**config.mk**
```make
export PLATFORM = sky130hd
export DESIGN_NAME = crps_sequencer
export DESIGN_NICKNAME = d
export VERILOG_FILES = /design/src/core/crps_pkg.sv /design/src/core/crps_sequencer.sv
export VERILOG_INCLUDE_DIRS = /design/src /design/src/core
export SDC_FILE = /design/constraint.sdc
export NUM_CORES = 1
export LEC_CHECK = 0
export ABC_CLOCK_PERIOD_IN_PS = 2300
export CAP_MARGIN = 20
export CORE_ASPECT_RATIO = 1.75
export CORE_UTILIZATION = 41
export CTS_CLUSTER_SIZE = 20
export DETAILED_ROUTE_END_ITERATION = 10
export DONT_BUFFER_PORTS = 1
export MAX_ROUTING_LAYER = met4
export PLACE_DENSITY_LB_ADDON = 0.3
export SLEW_MARGIN = 20
export SYNTH_ARGS = -nofsm -noshare
export SYNTH_HDL_FRONTEND = slang
export SYNTH_SLANG_ARGS = --single-unit
```
**constraint.sdc**
```tcl
create_clock -name aclk -period 2.3 [get_ports aclk]
set_input_delay 0.345 -clock aclk [delete_from_list [all_inputs] [get_ports aclk]]
set_output_delay 0.345 -clock aclk [all_outputs]
set_load 0.02 [all_outputs]
```
**src/core/crps_consts.svh**
```systemverilog
// Register offsets, field layout and reset values for the reset and power-on sequencer
`ifndef CRPS_CONSTS_SVH
`define CRPS_CONSTS_SVH
`define CRPS_OFF_FORCE_ON 5'h00
`define CRPS_OFF_FORCE_OFF 5'h04
`define CRPS_OFF_WD_SELECT 5'h08
`define CRPS_OFF_STAGE_READY 5'h0c
`define CRPS_OFF_CHIP_STATUS 5'h10
`define CRPS_OFF_CHIP_CLEAR 5'h14
`define CRPS_NUM_STAGES 17
`define CRPS_STAGE_ROSC 0
`define CRPS_STAGE_XOSC 1
`define CRPS_STAGE_PROC0 15
`define CRPS_STAGE_PROC1 16
`define CRPS_BIT_POWER 0
`define CRPS_BIT_PIN 1
`define CRPS_BIT_DEBUG 2
`define CRPS_BIT_RECOVERY 3
`define CRPS_ROSC_EDGES 16'h0400
`define CRPS_RESP_OKAY 2'b00
`define CRPS_RESP_SLVERR 2'b10
`define CRPS_ZERO32 32'h0000_0000
`endif

```
**src/core/crps_pkg.sv**
```systemverilog
// Types for the reset and power-on sequencer
package crps_pkg;
   typedef enum logic [1:0] {
      CRPS_CAUSE_NONE,
      CRPS_CAUSE_POWER,
      CRPS_CAUSE_PIN,
      CRPS_CAUSE_DEBUG
   } crps_cause_t;
endpackage

```
**src/core/crps_sequencer.sv**
```systemverilog
// Chip-level reset combiner and power-on sequencer with AXI4-Lite registers
//
// The AXI4-Lite register port was decided locally.
`timescale 1ns/100ps
`include "crps_consts.svh"

// Behaviour
// - Run pin low holds whole chip in reset whatever the supplies say.
// - Run pin high releases chip reset at once if other sources released.
// - Regulator input supply low re-initialises the power-on reset block.
// - Debug port reset resets chip and sets persistent recovery flag.
// - Record latest chip reset cause: power, pin or debug flag.
// - At most one of the three cause flags is set.
// - Release stages in turn, waiting on each stage's done acknowledge except the crystal oscillator stage's.
// - Sequencer and early reset leave reset together once supply and pin good.
// - Early reset is not reasserted when the sequencer restarts.
// - Ring oscillator done only after ripple counter sees enough edges.
// - Crystal oscillator stage released without starting it, done at once.
// - Clock generators follow oscillators; reference from ring, system from reference.
// - Then reset controller, chip regs, flash, memories, fabric, processors.
// - Chip status register reset only by chip-level reset.
// - Processor stage releases both processor cores.
// - Software can override the sequencer and observe its status.
// - Watchdog restarts selected stages and every later stage; selecting only the second core's stage restarts nothing.
// - Watchdog select bit one marks the stage for watchdog reset.
// - Force-on holds stage out of reset; force-off forces it into reset.
// - Read-only done status reports per-stage readiness.
module crps_sequencer #(
   parameter int NUM_STAGES = `CRPS_NUM_STAGES,
   parameter logic [15:0] ROSC_EDGES = `CRPS_ROSC_EDGES
) (
   input wire logic aclk,
   input wire logic aresetn,
   input wire logic run_pin,
   input wire logic power_on_good,
   input wire logic brown_out_good,
   input wire logic regulator_input_supply_good,
   input wire logic debug_restart,
   input wire logic watchdog_fire,
   input wire logic [NUM_STAGES-1:0] stage_done,
   output logic por_reinit,
   output logic chip_reset_n,
   output logic debug_port_reset_n,
   output logic early_reset_n,
   output logic [NUM_STAGES-1:0] stage_reset_n,
   output logic rosc_enable,
   output logic xosc_enable,
   output logic ref_clk_from_rosc,
   output logic sys_clk_from_ref,
   output logic last_reset_power,
   output logic last_reset_pin,
   output logic last_reset_debug,
   output logic debug_recovery_flag,
   input wire logic [31:0] s_axi_awaddr,
   input wire logic s_axi_awvalid,
   output logic s_axi_awready,
   input wire logic [31:0] s_axi_wdata,
   input wire logic [3:0] s_axi_wstrb,
   input wire logic s_axi_wvalid,
   output logic s_axi_wready,
   output logic [1:0] s_axi_bresp,
   output logic s_axi_bvalid,
   input wire logic s_axi_bready,
   input wire logic [31:0] s_axi_araddr,
   input wire logic s_axi_arvalid,
   output logic s_axi_arready,
   output logic [31:0] s_axi_rdata,
   output logic [1:0] s_axi_rresp,
   output logic s_axi_rvalid,
   input wire logic s_axi_rready
);
   // ==========================================================
   // Reset combining
   logic power_ok;
   logic chip_ok;
   logic seq_run;
   crps_pkg::crps_cause_t cause;
   logic [NUM_STAGES-1:0] force_stage_on;
   logic [NUM_STAGES-1:0] force_stage_off;
   logic [NUM_STAGES-1:0] watchdog_stage_select;
   logic [NUM_STAGES-1:0] seq_release;
   logic [NUM_STAGES-1:0] done_chain;
   logic [NUM_STAGES-1:0] wd_hold;
   logic [15:0] rosc_count;
   logic rosc_done;
   logic status_clear;

   assign power_ok = power_on_good & brown_out_good & regulator_input_supply_good;
   assign por_reinit = ~regulator_input_supply_good;
   assign chip_ok = aresetn & power_ok & run_pin;
   assign debug_port_reset_n = chip_ok;
   assign chip_reset_n = chip_ok & ~debug_restart;

   // Sequencer and early reset leave reset together
   always_ff @(posedge aclk) begin
      if (!chip_reset_n) begin
         seq_run <= 1'b0;
         early_reset_n <= 1'b0;
      end else begin
         seq_run <= 1'b1;
         early_reset_n <= 1'b1;
      end
   end

   // ==========================================================
   // Reset cause recording
   always_ff @(posedge aclk) begin
      if (!aresetn) begin
         cause <= crps_pkg::CRPS_CAUSE_POWER;
      end else if (!power_ok) begin
         cause <= crps_pkg::CRPS_CAUSE_POWER;
      end else if (!run_pin) begin
         cause <= crps_pkg::CRPS_CAUSE_PIN;
      end else if (debug_restart) begin
         cause <= crps_pkg::CRPS_CAUSE_DEBUG;
      end
   end
   assign last_reset_power = (cause == crps_pkg::CRPS_CAUSE_POWER);
   assign last_reset_pin = (cause == crps_pkg::CRPS_CAUSE_PIN);
   assign last_reset_debug = (cause == crps_pkg::CRPS_CAUSE_DEBUG);

   // Recovery flag: reset by chip-level reset only, set wins over clear
   always_ff @(posedge aclk) begin
      if (!chip_ok) begin
         debug_recovery_flag <= 1'b0;
      end else if (debug_restart) begin
         debug_recovery_flag <= 1'b1;
      end else if (status_clear) begin
         debug_recovery_flag <= 1'b0;
      end
   end

   // ==========================================================
   // Ring oscillator stability counter
   always_ff @(posedge aclk) begin
      if (!seq_run || !stage_reset_n[`CRPS_STAGE_ROSC]) begin
         rosc_count <= 16'h0000;
      end else if (rosc_count != ROSC_EDGES) begin
         rosc_count <= rosc_count + 16'h0001;
      end
   end
   assign rosc_done = (rosc_count == ROSC_EDGES);
   assign rosc_enable = stage_reset_n[`CRPS_STAGE_ROSC];
   assign xosc_enable = 1'b0;
   assign ref_clk_from_rosc = 1'b1;
   assign sys_clk_from_ref = 1'b1;

   // ==========================================================
   // Stage chain, order by bit index
   genvar gi;
   generate
      for (gi = 0; gi < NUM_STAGES; gi++) begin : g_stage
         logic own_done;
         if (gi == `CRPS_STAGE_ROSC) begin : g_rosc
            assign own_done = rosc_done & stage_done[gi];
         end else if (gi == `CRPS_STAGE_XOSC) begin : g_xosc
            assign own_done = stage_reset_n[gi];
         end else begin : g_other
            assign own_done = stage_done[gi];
         end
         if (gi == 0) begin : g_first
            assign seq_release[gi] = seq_run & ~wd_hold[gi];
         end else begin : g_next
            assign seq_release[gi] = seq_run & done_chain[gi-1] & ~wd_hold[gi];
         end
         assign done_chain[gi] = own_done & stage_reset_n[gi];
         if (gi == `CRPS_STAGE_PROC1) begin : g_proc1
            assign stage_reset_n[gi] = chip_reset_n & ~force_stage_off[gi] &
               (force_stage_on[gi] | seq_release[gi] |
               (seq_release[`CRPS_STAGE_PROC0] & ~force_stage_off[`CRPS_STAGE_PROC0]));
         end else begin : g_rst
            assign stage_reset_n[gi] = chip_reset_n & ~force_stage_off[gi] &
               (force_stage_on[gi] | seq_release[gi]);
         end
      end
   endgenerate

   // Watchdog restart holds selected stages for one cycle
   always_ff @(posedge aclk) begin
      if (!chip_reset_n) begin
         wd_hold <= '0;
      end else if (watchdog_fire) begin
         wd_hold <= watchdog_stage_select;
      end else begin
         wd_hold <= '0;
      end
   end

   // ==========================================================
   // AXI4-Lite slave
   logic aw_held;
   logic w_held;
   logic [4:0] aw_off;
   logic [31:0] w_data;
   logic aw_map;
   logic ar_map;
   logic [31:0] rd_value;
   logic [4:0] ar_off;

   assign s_axi_awready = ~aw_held & ~s_axi_bvalid;
   assign s_axi_wready = ~w_held & ~s_axi_bvalid;
   assign s_axi_arready = ~s_axi_rvalid;
   assign ar_off = s_axi_araddr[4:0];

   always_ff @(posedge aclk) begin
      if (!aresetn) begin
         aw_held <= 1'b0;
         aw_off <= 5'h00;
         aw_map <= 1'b0;
      end else if (s_axi_awvalid && s_axi_awready) begin
         aw_held <= 1'b1;
         aw_off <= s_axi_awaddr[4:0];
         aw_map <= (s_axi_awaddr[31:5] == 27'h000_0000) &&
            (s_axi_awaddr[4:0] <= 5'h14) && (s_axi_awaddr[1:0] == 2'b00);
      end else if (aw_held && w_held) begin
         aw_held <= 1'b0;
      end
   end

   always_ff @(posedge aclk) begin
      if (!aresetn) begin
         w_held <= 1'b0;
         w_data <= `CRPS_ZERO32;
      end else if (s_axi_wvalid && s_axi_wready) begin
         w_held <= 1'b1;
         w_data <= s_axi_wdata & {{8{s_axi_wstrb[3]}}, {8{s_axi_wstrb[2]}},
            {8{s_axi_wstrb[1]}}, {8{s_axi_wstrb[0]}}};
      end else if (aw_held && w_held) begin
         w_held <= 1'b0;
      end
   end

   // Write commit and registers
   always_ff @(posedge aclk) begin
      if (!aresetn) begin
         force_stage_on <= '0;
         force_stage_off <= '0;
         watchdog_stage_select <= '0;
         status_clear <= 1'b0;
         s_axi_bvalid <= 1'b0;
         s_axi_bresp <= `CRPS_RESP_OKAY;
      end else begin
         status_clear <= 1'b0;
         if (aw_held && w_held) begin
            s_axi_bvalid <= 1'b1;
            s_axi_bresp <= aw_map ? `CRPS_RESP_OKAY : `CRPS_RESP_SLVERR;
            if (aw_map) begin
               unique case (aw_off)
                  `CRPS_OFF_FORCE_ON: force_stage_on <= w_data[NUM_STAGES-1:0];
                  `CRPS_OFF_FORCE_OFF: force_stage_off <= w_data[NUM_STAGES-1:0];
                  `CRPS_OFF_WD_SELECT: watchdog_stage_select <= w_data[NUM_STAGES-1:0];
                  `CRPS_OFF_CHIP_STATUS: status_clear <= w_data[`CRPS_BIT_RECOVERY];
                  default: status_clear <= 1'b0;
               endcase
            end
         end else if (s_axi_bvalid && s_axi_bready) begin
            s_axi_bvalid <= 1'b0;
         end
      end
   end
   // Read data
   always_comb begin
      rd_value = `CRPS_ZERO32;
      unique case (ar_off)
         `CRPS_OFF_FORCE_ON: rd_value[NUM_STAGES-1:0] = force_stage_on;
         `CRPS_OFF_FORCE_OFF: rd_value[NUM_STAGES-1:0] = force_stage_off;
         `CRPS_OFF_WD_SELECT: rd_value[NUM_STAGES-1:0] = watchdog_stage_select;
         `CRPS_OFF_STAGE_READY: rd_value[NUM_STAGES-1:0] = done_chain;
         default: begin
            rd_value[`CRPS_BIT_POWER] = last_reset_power;
            rd_value[`CRPS_BIT_PIN] = last_reset_pin;
            rd_value[`CRPS_BIT_DEBUG] = last_reset_debug;
            rd_value[`CRPS_BIT_RECOVERY] = debug_recovery_flag;
         end
      endcase
   end
   assign ar_map = (s_axi_araddr[31:5] == 27'h000_0000) &&
      (s_axi_araddr[4:0] <= 5'h10) && (s_axi_araddr[1:0] == 2'b00);

   always_ff @(posedge aclk) begin
      if (!aresetn) begin
         s_axi_rvalid <= 1'b0;
         s_axi_rdata <= `CRPS_ZERO32;
         s_axi_rresp <= `CRPS_RESP_OKAY;
      end else if (s_axi_arvalid && s_axi_arready) begin
         s_axi_rvalid <= 1'b1;
         s_axi_rdata <= ar_map ? rd_value : `CRPS_ZERO32;
         s_axi_rresp <= ar_map ? `CRPS_RESP_OKAY : `CRPS_RESP_SLVERR;
      end else if (s_axi_rvalid && s_axi_rready) begin
         s_axi_rvalid <= 1'b0;
      end
   end
endmodule

```
## Word level (Yosys, flattened, before mapping)

Index checks and enable logic that the tools add are counted.

- Bits in registers: 152

- Equality and inequality tests: 12
- Reductions and logical operators: 30
- Bitwise gates (word level): 151
- $add $sub $neg: 1
- Muxes and demuxes: 17
- Order comparisons: 2

Operators by type and width:

| kind | count |
|---|---|
| $and A1 B1 Y1 | 92 |
| $logic_not A27 Y1 | 2 |
| $pmux W13 S4 | 1 |
| $not A1 Y1 | 40 |
| $or A1 B1 Y1 | 18 |
| $and A17 B17 Y17 | 1 |
| $mux W17 | 1 |
| $add A16 B1 Y16 const B | 1 |
| $eq A16 B11 Y1 const B | 1 |
| $ne A16 B11 Y1 const B | 1 |
| $pmux W4 S4 | 1 |
| $eq A5 B4 Y1 const B | 3 |
| $eq A5 B3 Y1 const B | 2 |
| $le A5 B5 Y1 const B | 2 |
| $logic_and A1 B1 Y1 | 10 |
| $logic_not A5 Y1 | 2 |
| $mux W1 | 10 |
| $reduce_bool A2 Y1 | 5 |
| $reduce_and A3 Y1 | 3 |
| $mux W2 | 4 |
| $eq A5 B5 Y1 const B | 1 |
| $eq A2 B2 Y1 const B | 2 |
| $logic_not A2 Y1 | 2 |
| $reduce_and A2 Y1 | 2 |
| other kinds (5) | 6 |

## Longest topological paths before layout

Gate-level depths: netlist of the first run.

- Depth after elaboration: 90
- Depth in mapped cells: 10
- Gate-level depth less buffers: 10

## Worst setup path after synthesis of the first run

No wires, ideal clock.

- Path type: reg2out
- From: register seq_run
- To: output port stage_reset_n[16]
- Stages on the path, launching flop included: 8
- Required time: 1.955 ns
- Slack: -0.788 ns
- Data arrival time: 2.743 ns
- Cells stage by stage: dfxtp_1 or4b_2 nor4_1 o211ai_1 a21oi_1 nor2_1 o32a_1 o41ai_1

- Word-level cells in the longest chain between the ends: 83
- Elaborated cells on any way between the ends: 84
- Classes of those cells: 84 x bitwise

RTL lines:

| item | RTL line | RTL |
|---|---|---|
| from (decl) | crps_sequencer.sv:76 | `logic seq_run;` |
| from (signal assigned) | crps_sequencer.sv:97 | `seq_run <= 1'b0;` |
| from (signal assigned) | crps_sequencer.sv:100 | `seq_run <= 1'b1;` |
| $and A1 B1 Y1 | crps_sequencer.sv:162 | `assign seq_release[gi] = seq_run & ~wd_hold[gi];` |
| $or A1 B1 Y1 | crps_sequencer.sv:173 | `(force_stage_on[gi] \| seq_release[gi]);` |
| $and A1 B1 Y1 | crps_sequencer.sv:172 | `assign stage_reset_n[gi] = chip_reset_n & ~force_stage_off[gi] &` |
| $and A1 B1 Y1 | crps_sequencer.sv:166 | `assign done_chain[gi] = own_done & stage_reset_n[gi];` |
| $and A1 B1 Y1 (2 in series) | crps_sequencer.sv:164 | `assign seq_release[gi] = seq_run & done_chain[gi-1] & ~wd_hold[gi];` |
| $or A1 B1 Y1 | crps_sequencer.sv:173 |  |
| $and A1 B1 Y1 | crps_sequencer.sv:172 |  |
| $and A1 B1 Y1 (2 in series) | crps_sequencer.sv:164 |  |
| (+63 left out) | -- |  |
| $and A1 B1 Y1 (2 in series) | crps_sequencer.sv:164 |  |
| $or A1 B1 Y1 | crps_sequencer.sv:173 |  |
| $and A1 B1 Y1 | crps_sequencer.sv:172 |  |
| $and A1 B1 Y1 | crps_sequencer.sv:166 |  |
| $and A1 B1 Y1 (2 in series) | crps_sequencer.sv:164 |  |
| $or A1 B1 Y1 | crps_sequencer.sv:169 | `(force_stage_on[gi] \| seq_release[gi] \|` |
| $or A1 B1 Y1 (*) | crps_sequencer.sv:169 |  |
| $and A1 B1 Y1 (*) | crps_sequencer.sv:168 | `assign stage_reset_n[gi] = chip_reset_n & ~force_stage_off[gi] &` |
| to (decl) | crps_sequencer.sv:45 | `output logic [NUM_STAGES-1:0] stage_reset_n,` |

Every way passes the cells marked *; elsewhere a longest branch is shown, timed or not.

## Worst setup path in the final report of the first run

Ends and elaborated chain as after synthesis.

==> results.txt, run 1 <==
num rows: 60
relative slew slack: 0.456
Crit path largest cell delay: 0.50 ns
Required @ worst endpoint: 1.96 ns
critical path type: register to primary output
CP bufs+invs: 1
Final Wtd Congestion: 0.928
vias in the first global route: 6319
Yosys reg bits: 135
Crit. End Element: primary output
final setup fails: 21
final setup TNS: -8.50 ns
CTS Root Cell: clkbuf_16
pin count of the biggest net entering global routing: 61
top_reg_cell synth: dfxtp_1
# H-tree levels: 4
Top Family by Delay on Critical Path: compound AO/OA/AOI/OAI gates
Total GRT Usage: 0.273
setup ws final: -0.868 ns
Power Total: 5.40 mW
Ys Warns: 0
Synth async-reset ratio: 0
number of buffers added on ports: 0
Synth area leader: dfxtp_1
die area: 16300 um2
core area: 15400 um2
number of synthesized flops with an enable pin: 0
most frequent cells in the layout: dfxtp_1, buf_4, nand2_1
leakage power: 3.47 nW
Startpoint Class: register
pwr/cell area: 641 nW/um2
NumNets Final: 998
Cell Chain, Critical Path: or4b_4 -> nor4_4 -> o211ai_1 -> a21oi_2 -> nor2_2 -> o32a_1 -> o41ai_4 -> buf_4
clock slew at reported path FFs: 0.06 ns
Area Overhead vs Synth: 30.5%
Clk Latency, worst-skew pair: 0.43 ns
CP max FO: 6
Starting Density: 0.419
DR DRC count: 0
maximum buffer depth of the clock tree: 2
WL/cell: 20.0 um
Die X: 96.8 um
violations in the final reports: negative setup slack
gr ovfl total: 0
syn_area_per_cell: 8.41 um2
top cell type's share of synthesized area: 0.419
initial antenna violation count: 0
Tcrit/Tclk final: 1.38
CTS Buf Count: 17
DP Wirelength: 15800 um
first-pass GRT wire length: 33400 um
Fmax: 316 MHz
synth top area cells: dfxtp_1, mux2i_1, a21oi_1
via count: 6184
Final Skew: 0.0109 ns
# hold bufs at CTS: 0
# clock sinks: 135
Detailed Routing Iterations Pass 1: 8
CTS tree: done
total wire length: 21300 um
layout cell share with drive strength beyond 1: 0.258
commonest non-fill, non-tap cell in the layout: dfxtp_1
diode count: 0
DRT antenna net count: 0
Tmin final: 3.17 ns
Final Max Slew Viols: 0
IO Pins: 200
RSZ-0062 raised after global routing: true
sequential fraction of the synthesis area: 0.419
max-cap violations: 0
Syn Inst Count: 767
final hold slack: 0.0368 ns
status: finished with violations
unique cell type count in the Yosys netlist: 68
crit path DAT: 2.82 ns
slowest CP cell: or4b_4
Vias/cell: 5.81
Die Height: 168 um
Final Hold Fails: 0
Detailed Route Iter0 Violations: 283
maximum vdd drop: 0.000442 V
Syn Std Cell Area: 6450 um2
hold crit path type: primary input to register
slew at the pin closest to its max-slew limit: 0.813 ns
==> power breakdown <==
| group | switching [mW] | internal [mW] | total (mW) |
|---|---|---|---|
| clock | 1.13 | 1.61 | 2.75 |
| combinational | 0.172 | 0.0794 | 0.251 |
| sequential | 0.0348 | 2.36 | 2.40 |
==> layout make-up <==
type / count / area [um2]
Clock buffer: 19 / 464
Clock inverter: 13 / 133
Fill cell: 1401 / 6970
Inverter: 17 / 63.8
Multi-Input combinational cell: 573 / 3830
Sequential cell: 135 / 2710
Tap cell: 186 / 233
Timing Repair Buffer: 122 / 982
==> Yosys cell counts, types with 6 or more instances <==
| cell | number |
|---|---|
| nor2b_1 | 8 |
| nand2b_1 | 11 |
| a21oi_1 | 69 |
| mux2i_1 | 51 |
| nor3_1 | 26 |
| nand2_1 | 86 |
| nor4_1 | 16 |
| buf_4 | 23 |
| o21ai_0 | 14 |
| and3_1 | 21 |
| nor2_1 | 88 |
| and2_1 | 7 |
| inv_1 | 16 |
| xor2_1 | 13 |
| a31oi_1 | 7 |
| a211oi_1 | 6 |
| clkbuf_1 | 33 |
| dfxtp_1 | 135 |
| nand4_1 | 7 |
| nand3_1 | 36 |
==> per-stage QoR <==
step	instance area [um2]	setup slack [ns]	util	std cells
floorplan	6620	-0.402	-	785
global placement	7400	-0.575	0.481	1024
detailed placement	7400	-0.556	0.481	1024
CTS	8310	-0.906	0.540	1063
global route	8420	-1.00	0.547	1065
finish	8420	-0.868	0.547	1065
==> layer usage <==
layer  GRT usage  up-vias  part of all wire
met5           -        -                 0
met3      0.0519       67             0.052
met2       0.487      285              0.53
li1            -     2898                 -
met4       0.148        0             0.044
met1       0.280     2934              0.37
==> state kept, by name, indices dropped and copies added, names as in the netlist, 2 cells and up <==
name	count
s_axi_rdata	17
force_stage_on	17
cause	2
w_data	17
aw_off	5
wd_hold	17
rosc_count	16
watchdog_stage_select	17
force_stage_off	17
==> cell families (layout without fill, tap and decap cells) <==
| group | Yosys count | count (layout) | share of synthesized area |
|---|---|---|---|
| flip-flops | 135 | 135 | 0.419 |
| multiplexers | 55 | 55 | 0.0861 |
| buffers and inverters | 77 | 171 | 0.0596 |
| AND/OR/NAND/NOR | 342 | 342 | 0.272 |
| other | 2 | 20 | 0.00116 |
| AO/OA/AOI/OAI | 139 | 139 | 0.138 |
| XOR/XNOR | 15 | 15 | 0.0204 |
| adder cells (fa/ha/maj) | 2 | 2 | 0.00388 |
==> final timing paths <==
path,slack [ns],startpoint,depth (start not counted),endpoint
worst max register to register,-0.28,seq_run,11,s_axi_rdata[6]
worst min register to register,0.49,w_data[7],2,w_data[7]
worst max-delay path,-0.87,seq_run,8,stage_reset_n[16]
worst min-delay path,0.04,debug_restart,2,debug_recovery_flag
==> what timing repair did <==
item / 4_1_cts / 5_1_grt
buffers inserted: 11 / 4
endpoints found under the hold margin: 0 / 0
setup endpoints to repair: 24 / 29
pin swaps: 27 / 14
resized for setup: 61 / 18
(Power assumes the default switching activity.)
==> run 2, diff against run 1 <==
ABC_CLOCK_PERIOD_IN_PS = default   (was 2300)
CORE_UTILIZATION = 50   (was 41)
==> results.txt, run 2 (synthesis gave the netlist of run 1 again) <==
Clk Latency, worst-skew pair: 0.42 ns
Detailed Route Iter0 Violations: 473
violations in the final reports: negative setup slack
R2R depth: 11
Worst Hold Path EP: s_axi_rdata[8]
Design Area, Final: 8510 um2
NumNets Final: 1008
initial antenna violation count: 0
Total GRT Usage: 0.335
Final Max Slew Viols: 0
number of stages on the worst hold path: 1
WL/cell: 20.4 um
Tmin final: 3.24 ns
Required @ worst endpoint: 1.96 ns
most used cell, CP: buf_4
Power Total: 5.28 mW
# clock sinks: 135
CTS tree: done
reg-to-reg slack, setup: -0.34 ns
Worst path depth: 12
# hold bufs at CTS: 0
commonest non-fill, non-tap cell in the layout: dfxtp_1
CP bufs+invs: 3
Top Family by Delay on Critical Path: simple AND/OR/NAND/NOR gates
vias in the first global route: 6368
final setup fails: 24
Final Hold Fails: 0
Final Wtd Congestion: 0.963
status: finished with violations
relative slew slack: 0.569
Starting Density: 0.516
Die Height: 152 um
Startpoint Class: register
via count: 6319
Crit. End Element: primary output
setup ws final: -0.936 ns
maximum buffer depth of the clock tree: 2
max-cap violations: 0
# H-tree levels: 4
DR DRC count: 0
num rows: 54
Crit path largest cell delay: 0.38 ns
Layout fillers: 1032
critical path type: register to primary output
IO Pins: 200
flip-flop and latch area: 2710 um2
gr ovfl total: 0
pin count of the biggest net entering global routing: 68
crit path DAT: 2.89 ns
leakage power: 3.49 nW
pwr/cell area: 621 nW/um2
hold crit path type: primary input to register
hold path start: aresetn
diode count: 0
die area: 13400 um2
first-pass GRT wire length: 32800 um
Die X: 87.9 um
total wire length: 21600 um
clock slew at reported path FFs: 0.06 ns
RR Endpoint: s_axi_rdata[6]
core area: 12500 um2
CTS Buf Count: 17
Fmax: 309 MHz
Detailed Routing Iterations Pass 1: 6
most frequent cells in the layout: dfxtp_1, buf_4, nor2_1
layout cell share with drive strength beyond 1: 0.278
Vias/cell: 5.98
Area Overhead vs Synth: 31.9%
Tcrit/Tclk final: 1.41
Cell Chain, Critical Path: inv_2 -> ha_4 -> nor4b_4 -> nand4_4 -> nor4_4 -> o211ai_1 -> a21oi_2 -> nor2_2 -> o32a_1 -> buf_4 -> o41ai_4 -> buf_4
CTS Root Cell: clkbuf_16
RSZ-0062 raised after global routing: true
multi-input logic area: 3890 um2
DRT antenna net count: 0
FF-to-FF Start: rosc_count[1]
maximum vdd drop: 0.000556 V
DP Wirelength: 15700 um
slew at the pin closest to its max-slew limit: 0.645 ns
slowest CP cell: nor4_4
number of buffers added on ports: 0
placed cell area: 7450 um2
CP max FO: 3
Final Skew: 0.00837 ns
==> run 2: changes by cell type in the layout (fill, tap and decap cells not counted), sizes merged <==
| cell | before | now |
|---|---|---|
| buf | 122 | 132 |
| bufinv | 1 | 0 |
| clkbuf | 19 | 18 |
| clkinv | 5 | 2 |
| clkinvlp | 0 | 3 |
| inv | 24 | 26 |
==> run 2: layout make-up <==
| class | instances | area share |
|---|---|---|
| Inverter | 17 | 0.00750 |
| Timing Repair Buffer | 132 | 0.125 |
| Clock inverter | 14 | 0.0154 |
| Clock buffer | 18 | 0.0516 |
| Sequential cell | 135 | 0.319 |
| Tap cell | 168 | 0.0247 |
| Multi-Input combinational cell | 573 | 0.457 |
==> run 2: metal layers <==
metal,GRT usage,routed length (um),up-vias
met2,0.578,11400,330
li1,-,-,2915
met5,-,0,-
met1,0.356,7810,2998
met4,0.180,982,0
met3,0.0563,1350,76
==> run 2: what timing repair did <==
item / 4_1_cts / 5_1_grt
gates resized for setup: 52 / 42
pin swaps: 20 / 40
setup buffers: 20 / 10
endpoints found under the setup margin: 24 / 30
==> run 2: power breakdown <==
| part | internal (mW) | switching (mW) | total, mW |
|---|---|---|---|
| Sequential | 2.36 | 0.0367 | 2.40 |
| Combinational | 0.0853 | 0.175 | 0.260 |
| Clock | 1.46 | 1.16 | 2.62 |
==> run 2: worst register-to-register path, stage by stage (launching register included) <==
cell      delay [ns]
dfxtp_2         0.33
inv_2           0.07
ha_4            0.11
nor4b_4         0.23
nand4_4         0.15
nor4_4          0.38
buf_4           0.20
o41ai_4         0.08
nand2_2         0.13
a31oi_2         0.11
or4b_4          0.53
a221oi_2        0.22
==> run 2: how the worst max path moves through the flow <==
stage / endpoint / from
2_1_floorplan: stage_reset_n[16] / power_on_good
3_3_place_gp: stage_reset_n[16] / power_on_good
3_5_place_dp: stage_reset_n[16] / power_on_good
4_1_cts: stage_reset_n[16] / rosc_count[1]
5_1_grt: stage_reset_n[16] / rosc_count[1]
6_report: stage_reset_n[16] / rosc_count[1]
==> run 2: stage by stage <==
stage                     utilization  hold slack (ns)  std cells  setup WS, ns  TNS (ns)
after global routing            0.680           0.0408       1057         -1.09    -13.94
final                           0.680           0.0494       1057        -0.936    -10.79
after floorplan                     -            0.448        785        -0.402    -0.644
after detailed placement        0.596            0.471       1014        -0.523     -3.59
after CTS                       0.666           0.0410       1058        -0.883     -8.89
after global placement          0.596            0.469       1014        -0.492     -3.18
==> run 3, diff against run 2 <==
ABC_AREA = 1   (was default)
==> results.txt, run 3 <==
unique cell type count in the Yosys netlist: 39
Syn Std Cell Area: 6090 um2
# hold bufs at CTS: 0
core area: 11900 um2
number of synthesized flops with an enable pin: 0
WL/cell: 16.7 um
Fmax: 211 MHz
CTS Root Cell: clkbuf_16
setup ws final: -2.44 ns
R2R depth: 45
first-pass GRT wire length: 27600 um
leakage power: 2.99 nW
DP Wirelength: 13000 um
RR Endpoint: s_axi_rdata[16]
CP max FO: 3
# clock sinks: 135
slowest CP cell: dfxtp_2
maximum buffer depth of the clock tree: 2
FF-to-FF Start: rosc_count[0]
vias in the first global route: 5768
critical path type: register to primary output
Die Height: 148 um
final setup TNS: -34.13 ns
relative slew slack: 0.597
Power Total: 5.19 mW
die area: 12600 um2
commonest non-fill, non-tap cell in the layout: dfxtp_1
IO Pins: 200
synth top area cells: dfxtp_1, a21oi_1, nand2_1
Crit path largest cell delay: 0.32 ns
Vias/cell: 5.60
Syn Inst Count: 834
via count: 5883
final hold slack: 0.0518 ns
Finished Layout Cells: 1051
Synth area leader: dfxtp_1
sequential fraction of the synthesis area: 0.444
diode count: 0
DRT antenna net count: 0
max-cap violations: 0
Final Wtd Congestion: 0.930
most frequent cells in the layout: dfxtp_1, nand2_1, nor2_1
Crit. End Element: primary output
final setup fails: 28
top cell type's share of synthesized area: 0.444
NumNets Final: 1033
Area Overhead vs Synth: 20.7%
Final Hold Fails: 0
reg-to-reg slack, setup: -2.04 ns
hold crit path type: primary input to register
layout cell share with drive strength beyond 1: 0.161
pwr/cell area: 706 nW/um2
most common cell in the netlist: dfxtp_1
Total GRT Usage: 0.290
clock slew at reported path FFs: 0.06 ns
status: finished with violations
Startpoint Class: register
maximum vdd drop: 0.000579 V
Yosys reg bits: 135
violations in the final reports: negative setup slack
total wire length: 17500 um
Tcrit/Tclk final: 2.06
Clk Latency, worst-skew pair: 0.42 ns
CTS Buf Count: 17
Starting Density: 0.510
commonest cells in the netlist: dfxtp_1, nand2_1, nor2_1
top_reg_cell synth: dfxtp_1
DR DRC count: 0
Synth async-reset ratio: 0
Ys Warns: 0
number of stages on the worst hold path: 2
# H-tree levels: 4
RSZ-0062 raised after global routing: true
Final Max Slew Viols: 0
pin count of the biggest net entering global routing: 59
placed insts: 1014
Critical Path Sink: stage_reset_n[16]
Worst setup startpoint: rosc_count[0]
num rows: 53
number of buffers added on ports: 0
Detailed Route Iter0 Violations: 260
most used cell, CP: nand2_1
CTS tree: done
syn_area_per_cell: 7.30 um2
Tmin final: 4.74 ns
Final Skew: 0.00845 ns
crit path DAT: 4.40 ns
Die X: 85.4 um
gr ovfl total: 0
slew at the pin closest to its max-slew limit: 0.603 ns
Detailed Routing Iterations Pass 1: 5
Required @ worst endpoint: 1.96 ns
Layout fillers: 1097
initial antenna violation count: 0
[run 3: final cells by class]
class / count / area [um2] / share of cell area
Multi-Input combinational cell: 556 / 2860 / 0.389
Clock inverter: 13 / 106 / 0.0145
Clock buffer: 19 / 443 / 0.0602
Inverter: 105 / 394 / 0.0536
Sequential cell: 135 / 2710 / 0.368
Timing Repair Buffer: 86 / 673 / 0.0916
Tap cell: 137 / 171 / 0.0233
[run 3: worst min-delay path by stage]
| stage | from | end |
|---|---|---|
| floorplan | watchdog_stage_select[10] | wd_hold[10] |
| global placement | watchdog_stage_select[4] | wd_hold[4] |
| detailed placement | watchdog_stage_select[15] | wd_hold[15] |
| CTS | aresetn | aw_off[2] |
| global route | aresetn | s_axi_rvalid |
| finish | aresetn | aw_off[2] |
[run 3: worst max-delay path: cells and delay by family (launching register included)]
kind	cells	cell delay, ns
compound gates	1	0.26
fa+ha+maj	1	0.13
buf+inv	2	0.10
flops	1	0.32
simple gates	36	3.15
[run 3: power by group]
part / internal [mW] / switching [mW]
Sequential: 2.39 / 0.0273
Combinational: 0.0738 / 0.190
Clock: 1.50 / 1.01
Total: 3.96 / 1.23
[run 3: stage by stage]
stage          worst slack, ns   util  area, um2
2_1_floorplan            -1.45      -       6180
3_3_place_gp             -1.93  0.560       6680
3_5_place_dp             -1.99  0.560       6680
4_1_cts                  -2.43  0.611       7300
5_1_grt                  -3.10  0.616       7350
6_report                 -2.44  0.616       7350
[run 3: per-layer routing]
| metal | vias up | routed length [um] | GRT usage |
|---|---|---|---|
| met5 | - | 0 | - |
| met2 | 233 | 9310 | 0.521 |
| met3 | 44 | 1040 | 0.0625 |
| met4 | 0 | 569 | 0.128 |
| met1 | 2710 | 6620 | 0.299 |
| li1 | 2896 | - | - |
[run 3: what timing repair did]
item | 4_1_cts | 5_1_grt
resized for setup | 11 | 12
setup endpoints to repair | 28 | 31
hold endpoints to repair | 0 | 0
buffers inserted | 3 | 2
pin swaps | 2 | 2
[run 3: cells by family (layout without fill, tap and decap cells)]
logic type | after synthesis | after routing | share of synthesized area
simple gates | 310 | 310 | 0.224
compound gates | 222 | 222 | 0.210
buf+inv | 161 | 223 | 0.115
flops | 135 | 135 | 0.444
fa+ha+maj | 2 | 2 | 0.00411
other cells | 2 | 20 | 0.00123
xor+xnor | 2 | 2 | 0.00288
